--- src/lwit_defs.svh ---
// Register offsets, field positions, reset values and timing constants of the loop watchdog / interval timer
`ifndef LWIT_DEFS_SVH
`define LWIT_DEFS_SVH
`define LWIT_ADDR_SETTLE      32'hFFFFF380
`define LWIT_ADDR_PERIOD      32'hFFFFF382
`define LWIT_ADDR_MODE        32'hFFFFF384
`define LWIT_RST_SETTLE       8'h04
`define LWIT_RST_PERIOD       8'h00
`define LWIT_RST_MODE         8'h00
`define LWIT_CODE_MSB         2
`define LWIT_MODE_RUN_BIT     7
`define LWIT_MODE_GUARD_BIT   4
`define LWIT_CNT_W            22
`define LWIT_LAST_P14         22'h003FFF
`define LWIT_LAST_P15         22'h007FFF
`define LWIT_LAST_P16         22'h00FFFF
`define LWIT_LAST_P17         22'h01FFFF
`define LWIT_LAST_P18         22'h03FFFF
`define LWIT_LAST_P19         22'h07FFFF
`define LWIT_LAST_P20         22'h0FFFFF
`define LWIT_LAST_P22         22'h3FFFFF
`define LWIT_PRE_W            10
`define LWIT_STOP_PENDING_W   1
`endif

--- src/lwit_pkg.sv ---
// Types shared by the two ends of the loop watchdog / interval timer
package lwit_pkg;
	typedef enum logic [1:0] {LWIT_PWR_RUN, LWIT_PWR_HALT, LWIT_PWR_IDLE, LWIT_PWR_STOP} lwit_pwr_t;
	typedef enum logic {LWIT_MODE_INTERVAL, LWIT_MODE_GUARD} lwit_mode_t;
endpackage : lwit_pkg

--- src/lwit_bus_if.sv ---
// Internal bus carrier between CPU-side master and the timer
`timescale 1ns/1ps
`default_nettype none
interface lwit_bus_if;
	import lwit_pkg::*;
	logic [31:0] addr;
	logic        wr;
	logic        rd;
	logic [7:0]  wdata;
	logic [7:0]  rdata;
	logic        rvalid;
	lwit_pwr_t   pwr;
	logic        sub_clk_sel;
	logic        nmi;
	logic        tick;
	modport dev (input addr, wr, rd, wdata, pwr, sub_clk_sel, output rdata, rvalid, nmi, tick);
	modport cpu (output addr, wr, rd, wdata, pwr, sub_clk_sel, input rdata, rvalid, nmi, tick);
endinterface : lwit_bus_if
`default_nettype wire

--- src/lwit_timer.sv ---
// Device end: loop watchdog / interval timer with settle-time register
`timescale 1ns/1ps
`default_nettype none
`include "lwit_defs.svh"
module lwit_timer (
	input  wire logic          clk_sys_in,
	input  wire logic          rst_n_in,
	lwit_bus_if.dev            bus,
	input  wire logic          stop_release_in,
	output logic               settle_busy_out,
	output logic [2:0]         settle_code_out
);
	import lwit_pkg::*;

	logic [2:0]                 settle_code_ff;
	logic [2:0]                 period_code_ff;
	logic                       run_ff;
	lwit_mode_t                 mode_ff;
	logic [`LWIT_CNT_W-1:0]     cnt_ff;
	logic [`LWIT_CNT_W-1:0]     nxt_cnt;
	logic [`LWIT_CNT_W-1:0]     settle_cnt_ff;
	logic [`LWIT_CNT_W-1:0]     period_last;
	logic [`LWIT_CNT_W-1:0]     settle_last;
	logic                       count_en;
	logic                       overflow;
	logic                       wr_settle;
	logic                       wr_period;
	logic                       wr_mode;
	logic                       restart;
	logic [7:0]                 nxt_rdata;
	logic                       settling_ff;

	// Byte-wide decode; the bus carries only 8-bit data so every write is a byte write
	assign wr_settle = bus.wr && (bus.addr == `LWIT_ADDR_SETTLE);
	assign wr_period = bus.wr && (bus.addr == `LWIT_ADDR_PERIOD);
	assign wr_mode   = bus.wr && (bus.addr == `LWIT_ADDR_MODE);
	assign restart   = wr_mode && bus.wdata[`LWIT_MODE_RUN_BIT];

	// Settle code register; upper bits not stored
	always_ff @(posedge clk_sys_in) begin
		if (!rst_n_in) begin
			settle_code_ff <= 3'(`LWIT_RST_SETTLE);
		end else if (wr_settle) begin
			settle_code_ff <= bus.wdata[`LWIT_CODE_MSB:0];
		end
	end

	// Period code register; bits 3-7 are dropped so a careless write cannot break the selector
	always_ff @(posedge clk_sys_in) begin
		if (!rst_n_in) begin
			period_code_ff <= 3'(`LWIT_RST_PERIOD);
		end else if (wr_period) begin
			period_code_ff <= bus.wdata[`LWIT_CODE_MSB:0];
		end
	end

	// Run and mode bits only ever set by software
	always_ff @(posedge clk_sys_in) begin
		if (!rst_n_in) begin
			run_ff  <= 1'b0;
			mode_ff <= LWIT_MODE_INTERVAL;
		end else if (wr_mode) begin
			run_ff <= run_ff | bus.wdata[`LWIT_MODE_RUN_BIT];
			if (bus.wdata[`LWIT_MODE_GUARD_BIT]) begin
				mode_ff <= LWIT_MODE_GUARD;
			end
		end
	end

	// Terminal count for the selected power of two
	always_comb begin
		unique case (period_code_ff)
			3'h0: period_last = `LWIT_LAST_P14;
			3'h1: period_last = `LWIT_LAST_P15;
			3'h2: period_last = `LWIT_LAST_P16;
			3'h3: period_last = `LWIT_LAST_P17;
			3'h4: period_last = `LWIT_LAST_P18;
			3'h5: period_last = `LWIT_LAST_P19;
			3'h6: period_last = `LWIT_LAST_P20;
			3'h7: period_last = `LWIT_LAST_P22;
		endcase
	end

	// Settle wait terminal count; prohibited codes fall back to the longest wait for safety
	always_comb begin
		unique case (settle_code_ff)
			3'h0:    settle_last = `LWIT_LAST_P14;
			3'h1:    settle_last = `LWIT_LAST_P16;
			3'h2:    settle_last = `LWIT_LAST_P17;
			3'h3:    settle_last = `LWIT_LAST_P18;
			default: settle_last = `LWIT_LAST_P19;
		endcase
	end

	// Counter freezes in IDLE, STOP and while the CPU runs on the subclock
	assign count_en = run_ff && !bus.sub_clk_sel
		&& (bus.pwr == LWIT_PWR_RUN || bus.pwr == LWIT_PWR_HALT);
	assign overflow = count_en && (cnt_ff == period_last);

	// Binary up-counter on the main clock; a restart clears it
	always_comb begin
		nxt_cnt = cnt_ff;
		if (restart) begin
			nxt_cnt = '0;
		end else if (overflow) begin
			nxt_cnt = '0;
		end else if (count_en) begin
			nxt_cnt = cnt_ff + 22'h000001;
		end
	end

	always_ff @(posedge clk_sys_in) begin
		if (!rst_n_in) begin
			cnt_ff <= '0;
		end else begin
			cnt_ff <= nxt_cnt;
		end
	end

	// Overflow routed by mode: NMI for loop guard, IRQ for interval; no reset is ever raised
	always_ff @(posedge clk_sys_in) begin
		if (!rst_n_in) begin
			bus.nmi  <= 1'b0;
			bus.tick <= 1'b0;
		end else begin
			bus.nmi  <= overflow && !restart && (mode_ff == LWIT_MODE_GUARD);
			bus.tick <= overflow && !restart && (mode_ff == LWIT_MODE_INTERVAL);
		end
	end

	// Oscillator settle wait: starts at reset release and on each STOP release
	always_ff @(posedge clk_sys_in) begin
		if (!rst_n_in) begin
			settling_ff   <= 1'b1;
			settle_cnt_ff <= '0;
		end else if (stop_release_in) begin
			settling_ff   <= 1'b1;
			settle_cnt_ff <= '0;
		end else if (settling_ff) begin
			if (settle_cnt_ff == settle_last) begin
				settling_ff <= 1'b0;
			end
			settle_cnt_ff <= settle_cnt_ff + 22'h000001;
		end
	end

	// Read data registered; reserved bits read zero
	always_comb begin
		nxt_rdata = 8'h00;
		if (bus.addr == `LWIT_ADDR_SETTLE) begin
			nxt_rdata = {5'h00, settle_code_ff};
		end else if (bus.addr == `LWIT_ADDR_PERIOD) begin
			nxt_rdata = {5'h00, period_code_ff};
		end else if (bus.addr == `LWIT_ADDR_MODE) begin
			nxt_rdata = {run_ff, 2'h0, mode_ff == LWIT_MODE_GUARD, 4'h0};
		end
	end

	always_ff @(posedge clk_sys_in) begin
		if (!rst_n_in) begin
			bus.rdata  <= 8'h00;
			bus.rvalid <= 1'b0;
		end else begin
			bus.rdata  <= bus.rd ? nxt_rdata : 8'h00;
			bus.rvalid <= bus.rd;
		end
	end

	// Settle status outputs
	always_ff @(posedge clk_sys_in) begin
		if (!rst_n_in) begin
			settle_busy_out <= 1'b1;
			settle_code_out <= 3'(`LWIT_RST_SETTLE);
		end else begin
			settle_busy_out <= settling_ff;
			settle_code_out <= settle_code_ff;
		end
	end
endmodule : lwit_timer
`default_nettype wire
--- src/flat_wrapper.sv ---
// flat-port wrapper written by rule: the top's interface ports become plain ports
module lwit_timer_flat import lwit_pkg::*;
  (clk_sys_in, rst_n_in, stop_release_in, settle_busy_out, settle_code_out, bus_addr, bus_wr, bus_rd, bus_wdata, bus_pwr, bus_sub_clk_sel, bus_rdata, bus_rvalid, bus_nmi, bus_tick);
  lwit_bus_if bus_i ();
  input  wire logic clk_sys_in;
  input  wire logic rst_n_in;
  input  wire logic stop_release_in;
  output logic settle_busy_out;
  output logic [2:0] settle_code_out;
  input wire logic [$bits(bus_i.addr)-1:0] bus_addr;
  input wire logic [$bits(bus_i.wr)-1:0] bus_wr;
  input wire logic [$bits(bus_i.rd)-1:0] bus_rd;
  input wire logic [$bits(bus_i.wdata)-1:0] bus_wdata;
  input wire logic [$bits(bus_i.pwr)-1:0] bus_pwr;
  input wire logic [$bits(bus_i.sub_clk_sel)-1:0] bus_sub_clk_sel;
  output wire logic [$bits(bus_i.rdata)-1:0] bus_rdata;
  output wire logic [$bits(bus_i.rvalid)-1:0] bus_rvalid;
  output wire logic [$bits(bus_i.nmi)-1:0] bus_nmi;
  output wire logic [$bits(bus_i.tick)-1:0] bus_tick;
  assign bus_i.addr = bus_addr;
  assign bus_i.wr = bus_wr;
  assign bus_i.rd = bus_rd;
  assign bus_i.wdata = bus_wdata;
  assign bus_i.pwr = bus_pwr;
  assign bus_i.sub_clk_sel = bus_sub_clk_sel;
  assign bus_rdata = bus_i.rdata;
  assign bus_rvalid = bus_i.rvalid;
  assign bus_nmi = bus_i.nmi;
  assign bus_tick = bus_i.tick;
  lwit_timer u_core (.clk_sys_in(clk_sys_in), .rst_n_in(rst_n_in), .bus(bus_i), .stop_release_in(stop_release_in), .settle_busy_out(settle_busy_out), .settle_code_out(settle_code_out));
endmodule
--- config.mk ---
export PLATFORM = sky130hd
export DESIGN_NAME = lwit_timer_flat
export DESIGN_NICKNAME = d
export VERILOG_FILES = /design/src/lwit_pkg.sv /design/src/lwit_bus_if.sv /design/src/lwit_timer.sv /design/src/flat_wrapper.sv
export VERILOG_INCLUDE_DIRS = /design/src
export SDC_FILE = /design/constraint.sdc
export NUM_CORES = 1
export LEC_CHECK = 0
export BUFFER_PORTS_ARGS = -buffer_cell sky130_fd_sc_hd__buf_4
export CAP_MARGIN = 20
export CORE_AREA = 2 2 139 73
export CTS_CLUSTER_DIAMETER = 120
export DETAILED_ROUTE_END_ITERATION = 10
export DIE_AREA = 0 0 141 75
export GPL_TIMING_DRIVEN = 0
export HOLD_SLACK_MARGIN = 0.1
export PLACE_DENSITY = 0.51
export SLEW_MARGIN = 20
export SYNTH_ARGS = -nofsm -noshare
export SYNTH_HDL_FRONTEND = slang
export SYNTH_SLANG_ARGS = --single-unit
--- constraint.sdc ---
create_clock -name clk_sys_in -period 4.9 [get_ports clk_sys_in]
set_clock_uncertainty 0.1 [all_clocks]
set_input_delay 0.98 -clock clk_sys_in [delete_from_list [all_inputs] [get_ports clk_sys_in]]
set_output_delay 0.98 -clock clk_sys_in [all_outputs]
set_load 0.02 [all_outputs]
# Yosys cells after proc, flatten, opt, wreduce, memory -nomap -nowiden
# Memory sizes are Yosys's and may differ from the RTL's. A register that Yosys moved wholly into a read port is not among the register bits.
# Cells that the tools add are included.
[word_totals]
regBits = 68
romBits = 64
input_bits = 48
output_inout_bits = 15
word_cells = 60
memories = 1
[classes]
addsub = 2
n_eq_ne = 9
muxes = 7
bitwise = 5
n_reduce_logical = 21
[memory_table]
columns = ["memory", "words", "word_bits", "read_ports", "rd_clocked_by_memory_dff", "wr", "line", "text"]
rows = [
  ["(name not given)", 8, 8, 1, 1, 0, "lwit_timer.sv:72", "unique case (period_code_ff)"],
]
[ops]
columns = ["cell", "n"]
rows = [
  ["$eq 32x32->1 const B", 3],
  ["$pmux 19 s4", 1],
  ["$add 22x1->22 const B", 2],
  ["$eq 22x19->1", 1],
  ["$eq 22x22->1", 1],
  ["$mux 3", 4],
  ["$logic_and 1x1->1", 10],
  ["$eq 3x2->1 const B", 2],
  ["$reduce_or 5->1", 1],
  ["$not 1->1", 4],
  ["$reduce_and 2->1", 2],
  ["$reduce_or 4->1", 1],
  ["$eq 3x1->1 const B", 1],
  ["$logic_not 3->1", 1],
  ["$reduce_or 3->1", 1],
  ["$eq 2x1->1 const B", 1],
  ["$logic_not 1->1", 2],
  ["$logic_not 2->1", 1],
  ["$mux 1", 2],
  ["$reduce_or 2->1", 1],
  ["$logic_or 1x1->1", 1],
  ["$or 1x1->1", 1],
]

# Longest topological paths before layout
# Gate-level depths: netlist (run 1).
[logic_depth]
depth_word = 6
ltp_mapped = 7
ltp_nobuf = 6

# Worst setup path after synthesis (run 1)
# Ideal clock, no wire load.
[synth_path]
path_type = "input -> register"
start = "in bus_addr[0]"
end = "reg u_core.settle_code_ff[2]"
setup_ns = 0.121
arrival_time_ns = 2.587
required_ns = 4.679
path_slack_ns = 2.092
cell_stages = 5
path_buffers = 0
path_cell_list = "or4_4 -> nor4_4 -> nand4_2 -> nor4_4 -> mux2_4"
[synth_between]
elab_chain_cells = 2
[synth_rtl]
columns = ["element", "line", "text"]
rows = [
  ["from (decl)", "flat_wrapper.sv:10", "input wire logic [$bits(bus_i.addr)-1:0] bus_addr;"],
  ["$eq 32x32->1 (no source line)", "n/a", ""],
  ["$logic_and 1x1->1", "lwit_timer.sv:34", "assign wr_settle = bus.wr && (bus.addr == `LWIT_ADDR_SETTLE);"],
  ["to (signal assigned)", "lwit_timer.sv:42", "settle_code_ff <= 3'(`LWIT_RST_SETTLE);"],
  ["to (signal assigned)", "lwit_timer.sv:44", "settle_code_ff <= bus.wdata[`LWIT_CODE_MSB:0];"],
  ["to (decl)", "lwit_timer.sv:15", "logic [2:0] settle_code_ff;"],
]
# No other way between the ends.
# A chain may end at the register's enable or synchronous reset.

# Worst setup path in the final report (run 1)
[layout_path]
start = "in bus_sub_clk_sel"
end = "reg u_core.cnt_ff[0]"
[layout_between]
elab_chain_cells = 5
[layout_rtl]
columns = ["element", "line", "text"]
rows = [
  ["from (decl)", "flat_wrapper.sv:15", "input wire logic [$bits(bus_i.sub_clk_sel)-1:0] bus_sub_clk_sel;"],
  ["$logic_not 1->1 *", "lwit_timer.sv:96", "assign count_en = run_ff && !bus.sub_clk_sel"],
  ["$logic_and 1x1->1 *", "lwit_timer.sv:96", ""],
  ["$logic_and 1x1->1 *", "lwit_timer.sv:97", "&& (bus.pwr == LWIT_PWR_RUN || bus.pwr == LWIT_PWR_HALT);"],
  ["$logic_and 1x1->1", "lwit_timer.sv:98", "assign overflow = count_en && (cnt_ff == period_last);"],
  ["$reduce_or 3->1 (no source line)", "n/a", ""],
  ["to (signal assigned)", "lwit_timer.sv:116", "cnt_ff <= nxt_cnt;"],
  ["to (decl)", "lwit_timer.sv:19", "logic [`LWIT_CNT_W-1:0] cnt_ff;"],
]
# Every way passes the cells marked *; elsewhere a longest branch is shown, timed or not.

==> results of run 1 <==
## kinds of logic after synthesis
logic type,Yosys count,synth area share (%)
and+or+nand+nor,176,29.9
AOI/OAI and AO/OA,24,4.56
DFF,72,44.9
buffers and inverters,23,3.35
other,1,0.117
xor gates and xnor gates,48,13.1
muxes,9,2.96
adders and majority gates,3,1.09
## metrics by stage
stage | power, uW | hold WS [ns] | util, %
finish | 1420 | 0.346 | 44.4
global route | 1470 | 0.352 | 44.4
global placement | 658 | 0.336 | 40.6
detailed placement | 659 | 0.334 | 40.6
CTS | 1430 | 0.341 | 44.4
floorplan | 624 | 0.301 | -
## path summary, 6_finish.rpt
path,startpoint,endpoint,slack [ns],depth (start not counted)
setup reg to reg,u_core.run_ff$_SDFFE_PN0N_,u_core.cnt_ff[0]$_SDFFE_PP0P_,2.53,7
hold / removal,u_core.mode_ff$_SDFFE_PN0P_,u_core.bus.tick$_SDFF_PN0_,0.35,1
setup / recovery,bus_sub_clk_sel,u_core.cnt_ff[0]$_SDFFE_PP0P_,2.11,8
hold reg to reg,u_core.mode_ff$_SDFFE_PN0P_,u_core.bus.tick$_SDFF_PN0_,0.35,1
## cell type report
type | instances | area [um2] | share of cell area [%]
buffer | 16 | 81.3 | 1.97
timing repair buffer | 54 | 405 | 9.82
multi-input combinational | 263 | 1670 | 40.4
inverter | 7 | 26.3 | 0.637
clock inverter | 5 | 103 | 2.49
sequential | 72 | 1440 | 34.9
clock buffer | 11 | 253 | 6.12
tap | 121 | 151 | 3.67
## power by group through the flow
stage               Sequential, uW  Clock, uW  Combinational (uW)
global route                   588        815                64.0
CTS                            588        786                58.8
detailed placement             601          0                58.6
finish                         588        770                58.4
floorplan                      601          0                22.8
global placement               601          0                57.3
## registers in the layout (all words and copies together), names as in the netlist
register	cells
u_core.settle_code_out	3
u_core.mode_ff	1
u_core.settle_cnt_ff	22
u_core.period_last	7
u_core.bus.rvalid	1
u_core.settle_busy_out	1
u_core.run_ff	1
u_core.bus.rdata	5
u_core.cnt_ff	22
u_core.period_code_ff	3
u_core.settling_ff	1
u_core.bus.nmi	1
u_core.bus.tick	1
u_core.settle_code_ff	3
## cells in the mapped netlist, types with 2 or more instances
master	count
nand2b_1	5
a21oi_1	5
nor3b_1	2
ha_1	2
nor4_4	3
nor3_1	6
o211ai_1	2
buf_2	2
xor2_1	37
nor4b_1	2
nor4_1	6
and4_1	6
o21ai_0	10
inv_1	7
clkbuf_1	8
buf_4	5
nand3_1	22
nor2_1	60
nand4_2	2
dfxtp_1	72
or2_2	2
and3_1	4
xnor2_1	11
nand2_1	24
mux2i_1	8
nand4_1	23
## routing by layer
metal	vias to the layer above	global-route usage [%]
li1	1356	-
met5	-	0
met4	0	7.67
met2	44	25.4
met3	18	5.09
met1	1251	17.0
==> metrics.md, run 1 <==
| Metric | Value |
|---|---|
| Status | `finished, final reports clean` |
| WL met2 | `roughly 3.5 mm` |
| Delay of the slowest critical-path stage | `0.52 ns` |
| Post-route ant nets | `0` |
| Cts hold-fix bufs | `0` |
| Die Y | `about 75 um` |
| Syn Area/Cell | `9.01 um2` |
| Number of global-route vias before repair | `2681` |
| Pre-CTS setup slack | `1.73 ns` |
| Antenna fix cells | `0` |
| Yosys top cell area share | `44.9%` |
| Gpl congestion | `just over 0.8` |
| Comb pwr share | `4.1%` |
| Clk slew on worst S/H paths | `0.06 ns` |
| Max Cap Viol | `0` |
| Most used DFF post-synth | `dfxtp_1` |
| Drt drc | `0` |
| Min Clock Period, post-route | `2.79 ns` |
| Crit path arrival time | `2.91 ns` |
| Slew @ Worst Pin | `0.905 ns` |
| CP dominant cell by count | `buf_4` |
| FP Rows | `25` |
| GRT Util Overall | `between 10 and 15%` |
| Antenna violations before repair | `0` |
| RSZ-0062 raised after global routing | `no` |
| Post-Synthesis Cells | `roughly 360` |
| Setup_tns | `0 ns` |
| HP Class | `reg2reg` |
| Post-CTS Setup Inserts | `0` |
| Pint | `1140 uW` |
| Initial Util | `34.5%` |
| CP bufs+invs | `3` |
| Vias per cell | `4.86` |
| Clock share of power | `54.4%` |
| Die X | `141 um` |
| Layout cells sized above 1 | `21.0%` |
| Flop pwr share | `slightly above 40%` |
| Post-synth ARST share | `0%` |
| CP Class | `in2reg` |
| Most frequent cells in the layout | `dfxtp_1, nor2_1, buf_4` |
| Setup slack after layout | `2.11 ns` |
| Fin. Hold Viols | `0` |
| CP max FO | `10` |
| Grt total ovfl | `0` |
| Library cells used by synthesis | `46` |
| F_max | `358 MHz` |
| Final instance area | `4130 um2` |
| Total CTS buffers | `9` |
| Final period util | `57.0%` |
| Post-synth EDFFs | `0` |
| Final non-filler cell total | `549` |
| Wire length per cell | `13.0 um` |
| CTS tree | `yes` |
| Most common cell after layout, fill and taps aside | `dfxtp_1` |
| Core box area | `9290 um2` |
| Fillers | `893` |
| Setup violations, final | `0` |
| Leak pwr | `0.00166 uW` |
| First-pass GRT wire length | `12.3 mm` |
| Count of pins over their slew limit | `0` |
| Initial DRC Count | `73` |
| Clk_lat worst skew | `0.33 ns` |
| Max VDD drop | `0.179 mV` |
| CTS H-Tree Depth | `3` |
| Ranking of synthesized cells by area | `dfxtp_1, xor2_1, nor2_1, nand4_1, nand3_1` |
| PD cells | `343 nW/um2` |
| Synth warn | `0` |
| CTS root buffer | `clkbuf_16` |
| Wl on met1 | `3.19 mm` |
| # clock sinks | `around 70` |
| CTS max path bufs | `2` |
| # IOs | `63` |
| Post-DP Area | `3770 um2` |
| Net Sw Frac | `19.4%` |
| Dpl cells | `about 530` |
| Final HPWL DP | `5.24 mm` |
| Area Growth Syn to Fin | `28.7%` |
| CP endpoint kind | `flip-flop` |
| Pre-antenna DRT Iters | `4` |
| Gates resized, CTS repair | `0` |
| Post-Syn Area | `3210 um2` |
| Sequential fraction of the synthesis area | `44.9%` |
| Max-slew headroom | `39.1%` |
| Delay-heaviest family, CP | `simple AND/OR/NAND/NOR gates` |
| Routed met3 length | `a little under 300 um` |
| Top routing layer used | `met4` |
| Largest net degree at the start of global routing | `13` |
| Routed wire length | `roughly 7 mm` |
| Synthesized flop and latch total | `72` |
| Overall die area | `10600 um2` |
| P_sw | `274 uW` |
| CP required | `5.02 ns` |
| Port bufs | `54` |
| Via Count | `2669` |
| CP Launch Type | `input port` |
| CP cell instances | `buf_4, or3b_1, buf_2, nor3_2, nand4_1, nand3_2, buf_4, nor2_1` |
| Leading area contributor after synthesis | `dfxtp_1` |
| Final #Nets | `473` |
| Slowest-stage cell, CP | `nor3_2` |
Note: power is estimated with default switching activity, not from simulation.
==> inputs of run 2 (changes only) <==
Settings changed: PLACE_DENSITY 0.51 to 0.53.
Clock period 4.9 ns to 2.48 ns, I/O delays scaled along.
==> run 2 against run 1 <==
Against the previous run:
- worst setup slack got worse by 1.9 ns
- global-route usage fell by 0.99 points
- via count fell by 2.7%
- critical endpoint is now u_core.settle_code_ff[2]$_SDFFE_PN1P_
==> metrics.md, run 2 (synthesis results as in run 1) <==
| Metric | Value |
|---|---|
| Status | `finished, final reports clean` |
| CP max FO | `6` |
| Area of the multi-input gates | `1670 um2` |
| Post-route ant nets | `0` |
| Antenna fix cells | `0` |
| Final #Nets | `473` |
| Max-slew headroom | `a little under half` |
| Most common cell after layout, fill and taps aside | `dfxtp_1` |
| Register area | `roughly 1400 um2` |
| R2r worst-path depth | `7` |
| Largest net degree at the start of global routing | `12` |
| Wire length per cell | `12.1 um` |
| Port bufs | `54` |
| Delay of the slowest critical-path stage | `0.54 ns` |
| CP Class | `in2reg` |
| Fillers | `a little over 900` |
| Gpl congestion | `0.768` |
| Pint | `2050 uW` |
| CP required | `2.60 ns` |
| Antenna violations before repair | `0` |
| Hold depth | `2` |
| Number of global-route vias before repair | `~2500` |
| Clk_lat worst skew | `0.33 ns` |
| Die Y | `~75 um` |
| CTS H-Tree Depth | `3` |
| Core box area | `9290 um2` |
| CP endpoint kind | `flip-flop` |
| F_max | `447 MHz` |
| PD cells | `628 nW/um2` |
| Slowest-stage cell, CP | `or4_4` |
| CP cell instances | `buf_4, or4_4, nor4_4, nand4_2, nor4_4, mux2_4` |
| Net Sw Frac | `between 10% and 20%` |
| GRT Util Overall | `13.8%` |
| Clk slew on worst S/H paths | `0.05 ns` |
| Pre-antenna DRT Iters | `4` |
| Most frequent cells in the layout | `dfxtp_1, nor2_1, buf_4` |
| Flop pwr share | `between 40% and 50%` |
| Setup slack after layout | `0.241 ns` |
| Slew @ Worst Pin | `between 0.8 and 0.9 ns` |
| RSZ-0062 raised after global routing | `no` |
| Die X | `141 um` |
| CP Launch Type | `input port` |
| Initial DRC Count | `82` |
| Crit path arrival time | `2.36 ns` |
| Final instance area | `a little over 4000 um2` |
| FP Rows | `25` |
| Total CTS buffers | `9` |
| First-pass GRT wire length | `between 10 and 15 mm` |
| Max Cap Viol | `0` |
| Comb pwr share | `around 4.5%` |
| Final HPWL DP | `around 4.9 mm` |
| P_sw | `512 uW` |
| Max VDD drop | `a little over 0.4 mV` |
| # clock sinks | `between 70 and 80` |
| Area Growth Syn to Fin | `27.1%` |
| Pre-CTS setup slack | `-0.196 ns` |
| # IOs | `63` |
| Vias per cell | `4.73` |
| Via Count | `2598` |
| Final period util | `90.3%` |
| Clock share of power | `50.2%` |
| Drt drc | `0` |
| Final non-filler cell total | `549` |
| Dpl cells | `533` |
| Grt total ovfl | `0` |
| Setup violations, final | `0` |
| Count of pins over their slew limit | `0` |
| Fin. Hold Viols | `0` |
| Post-DP Area | `3770 um2` |
| Min Clock Period, post-route | `2.24 ns` |
| CP dominant cell by count | `nor4_4` |
| Overall die area | `10600 um2` |
| Layout Utilization | `43.9%` |
| Leak pwr | `0.00165 uW` |
| CTS root buffer | `clkbuf_16` |
| Layout cells sized above 1 | `about a fifth` |
| CTS max path bufs | `2` |
| HP Class | `in2reg` |
| CTS tree | `yes` |
| Initial Util | `34.5%` |
| Routed wire length | `between 6 and 7 mm` |
run 2: cell types whose count changed in the layout (fill, tap and decap cells not counted):
cell / before / now
nor3_2: 1 / 0
nor3_4: 0 / 1
clkbuf_1: 8 / 10
clkinv_2: 1 / 2
bufinv_16: 3 / 1
clkinvlp_4: 1 / 0
run 2: path summary, 6_finish.rpt:
kind,start,endpoint,slack [ns]
worst max-delay path,bus_addr[0],u_core.settle_code_ff[2]$_SDFFE_PN1P_,0.24
worst min-delay path,rst_n_in,u_core.settle_code_out[2]$_SDFF_PN1_,0.33
worst max register to register,u_core.run_ff$_SDFFE_PN0N_,u_core.cnt_ff[19]$_SDFFE_PP0P_,0.26
worst min register to register,u_core.mode_ff$_SDFFE_PN0P_,u_core.bus.tick$_SDFF_PN0_,0.34
run 2: critical path, delay by kind of cell:
kind	cells	cell delay (ns)
AND/OR/NAND/NOR	4	1.43
multiplexers	1	0.33
buffers and inverters	1	0.11
run 2: per-stage QoR:
step	TNS, ns	hold WS, ns	power, uW
final	0	0.335	2560
after global routing	0	0.327	2660
after CTS	0	0.322	2600
after detailed placement	-2.55	0.334	1300
after global placement	-2.96	0.338	1300
after floorplan	0	0.301	1230
run 2: routing by layer:
layer / global-route usage, % / share of wire (%) / up-vias
li1: - / - / 1363
met1: 15.9 / 47 / 1195
met2: 24.3 / 48 / 31
met3: 5.22 / 3.2 / 9
met4: 5.00 / 1.4 / 0
met5: 0 / 0 / -
run 2: power groups by stage:
stage / combinational (uW) / sequential [uW] / clock [uW]
floorplan: 45.0 / 1190 / 0
global placement: 114 / 1190 / 0
detailed placement: 115 / 1190 / 0
CTS: 116 / 1160 / 1320
global route: 125 / 1160 / 1370
finish: 115 / 1160 / 1290
run 2: layout make-up:
| type | count | share of cell area [%] |
|---|---|---|
| plain buffers | 16 | 1.99 |
| inverters | 7 | 0.644 |
| multi-input cells | 263 | 41.0 |
| repair buffers | 54 | 9.94 |
| well taps | 121 | 3.71 |
| clock inverters | 3 | 0.982 |
| flip-flops and latches | 72 | 35.3 |
| clock buffers | 13 | 6.38 |
run 2: what timing repair did:
action,in CTS,in global routing
endpoints found under the setup margin,0,10
setup buffers,0,0
hold endpoints to repair,0,0
hold buffers,0,0
resized for setup,0,1
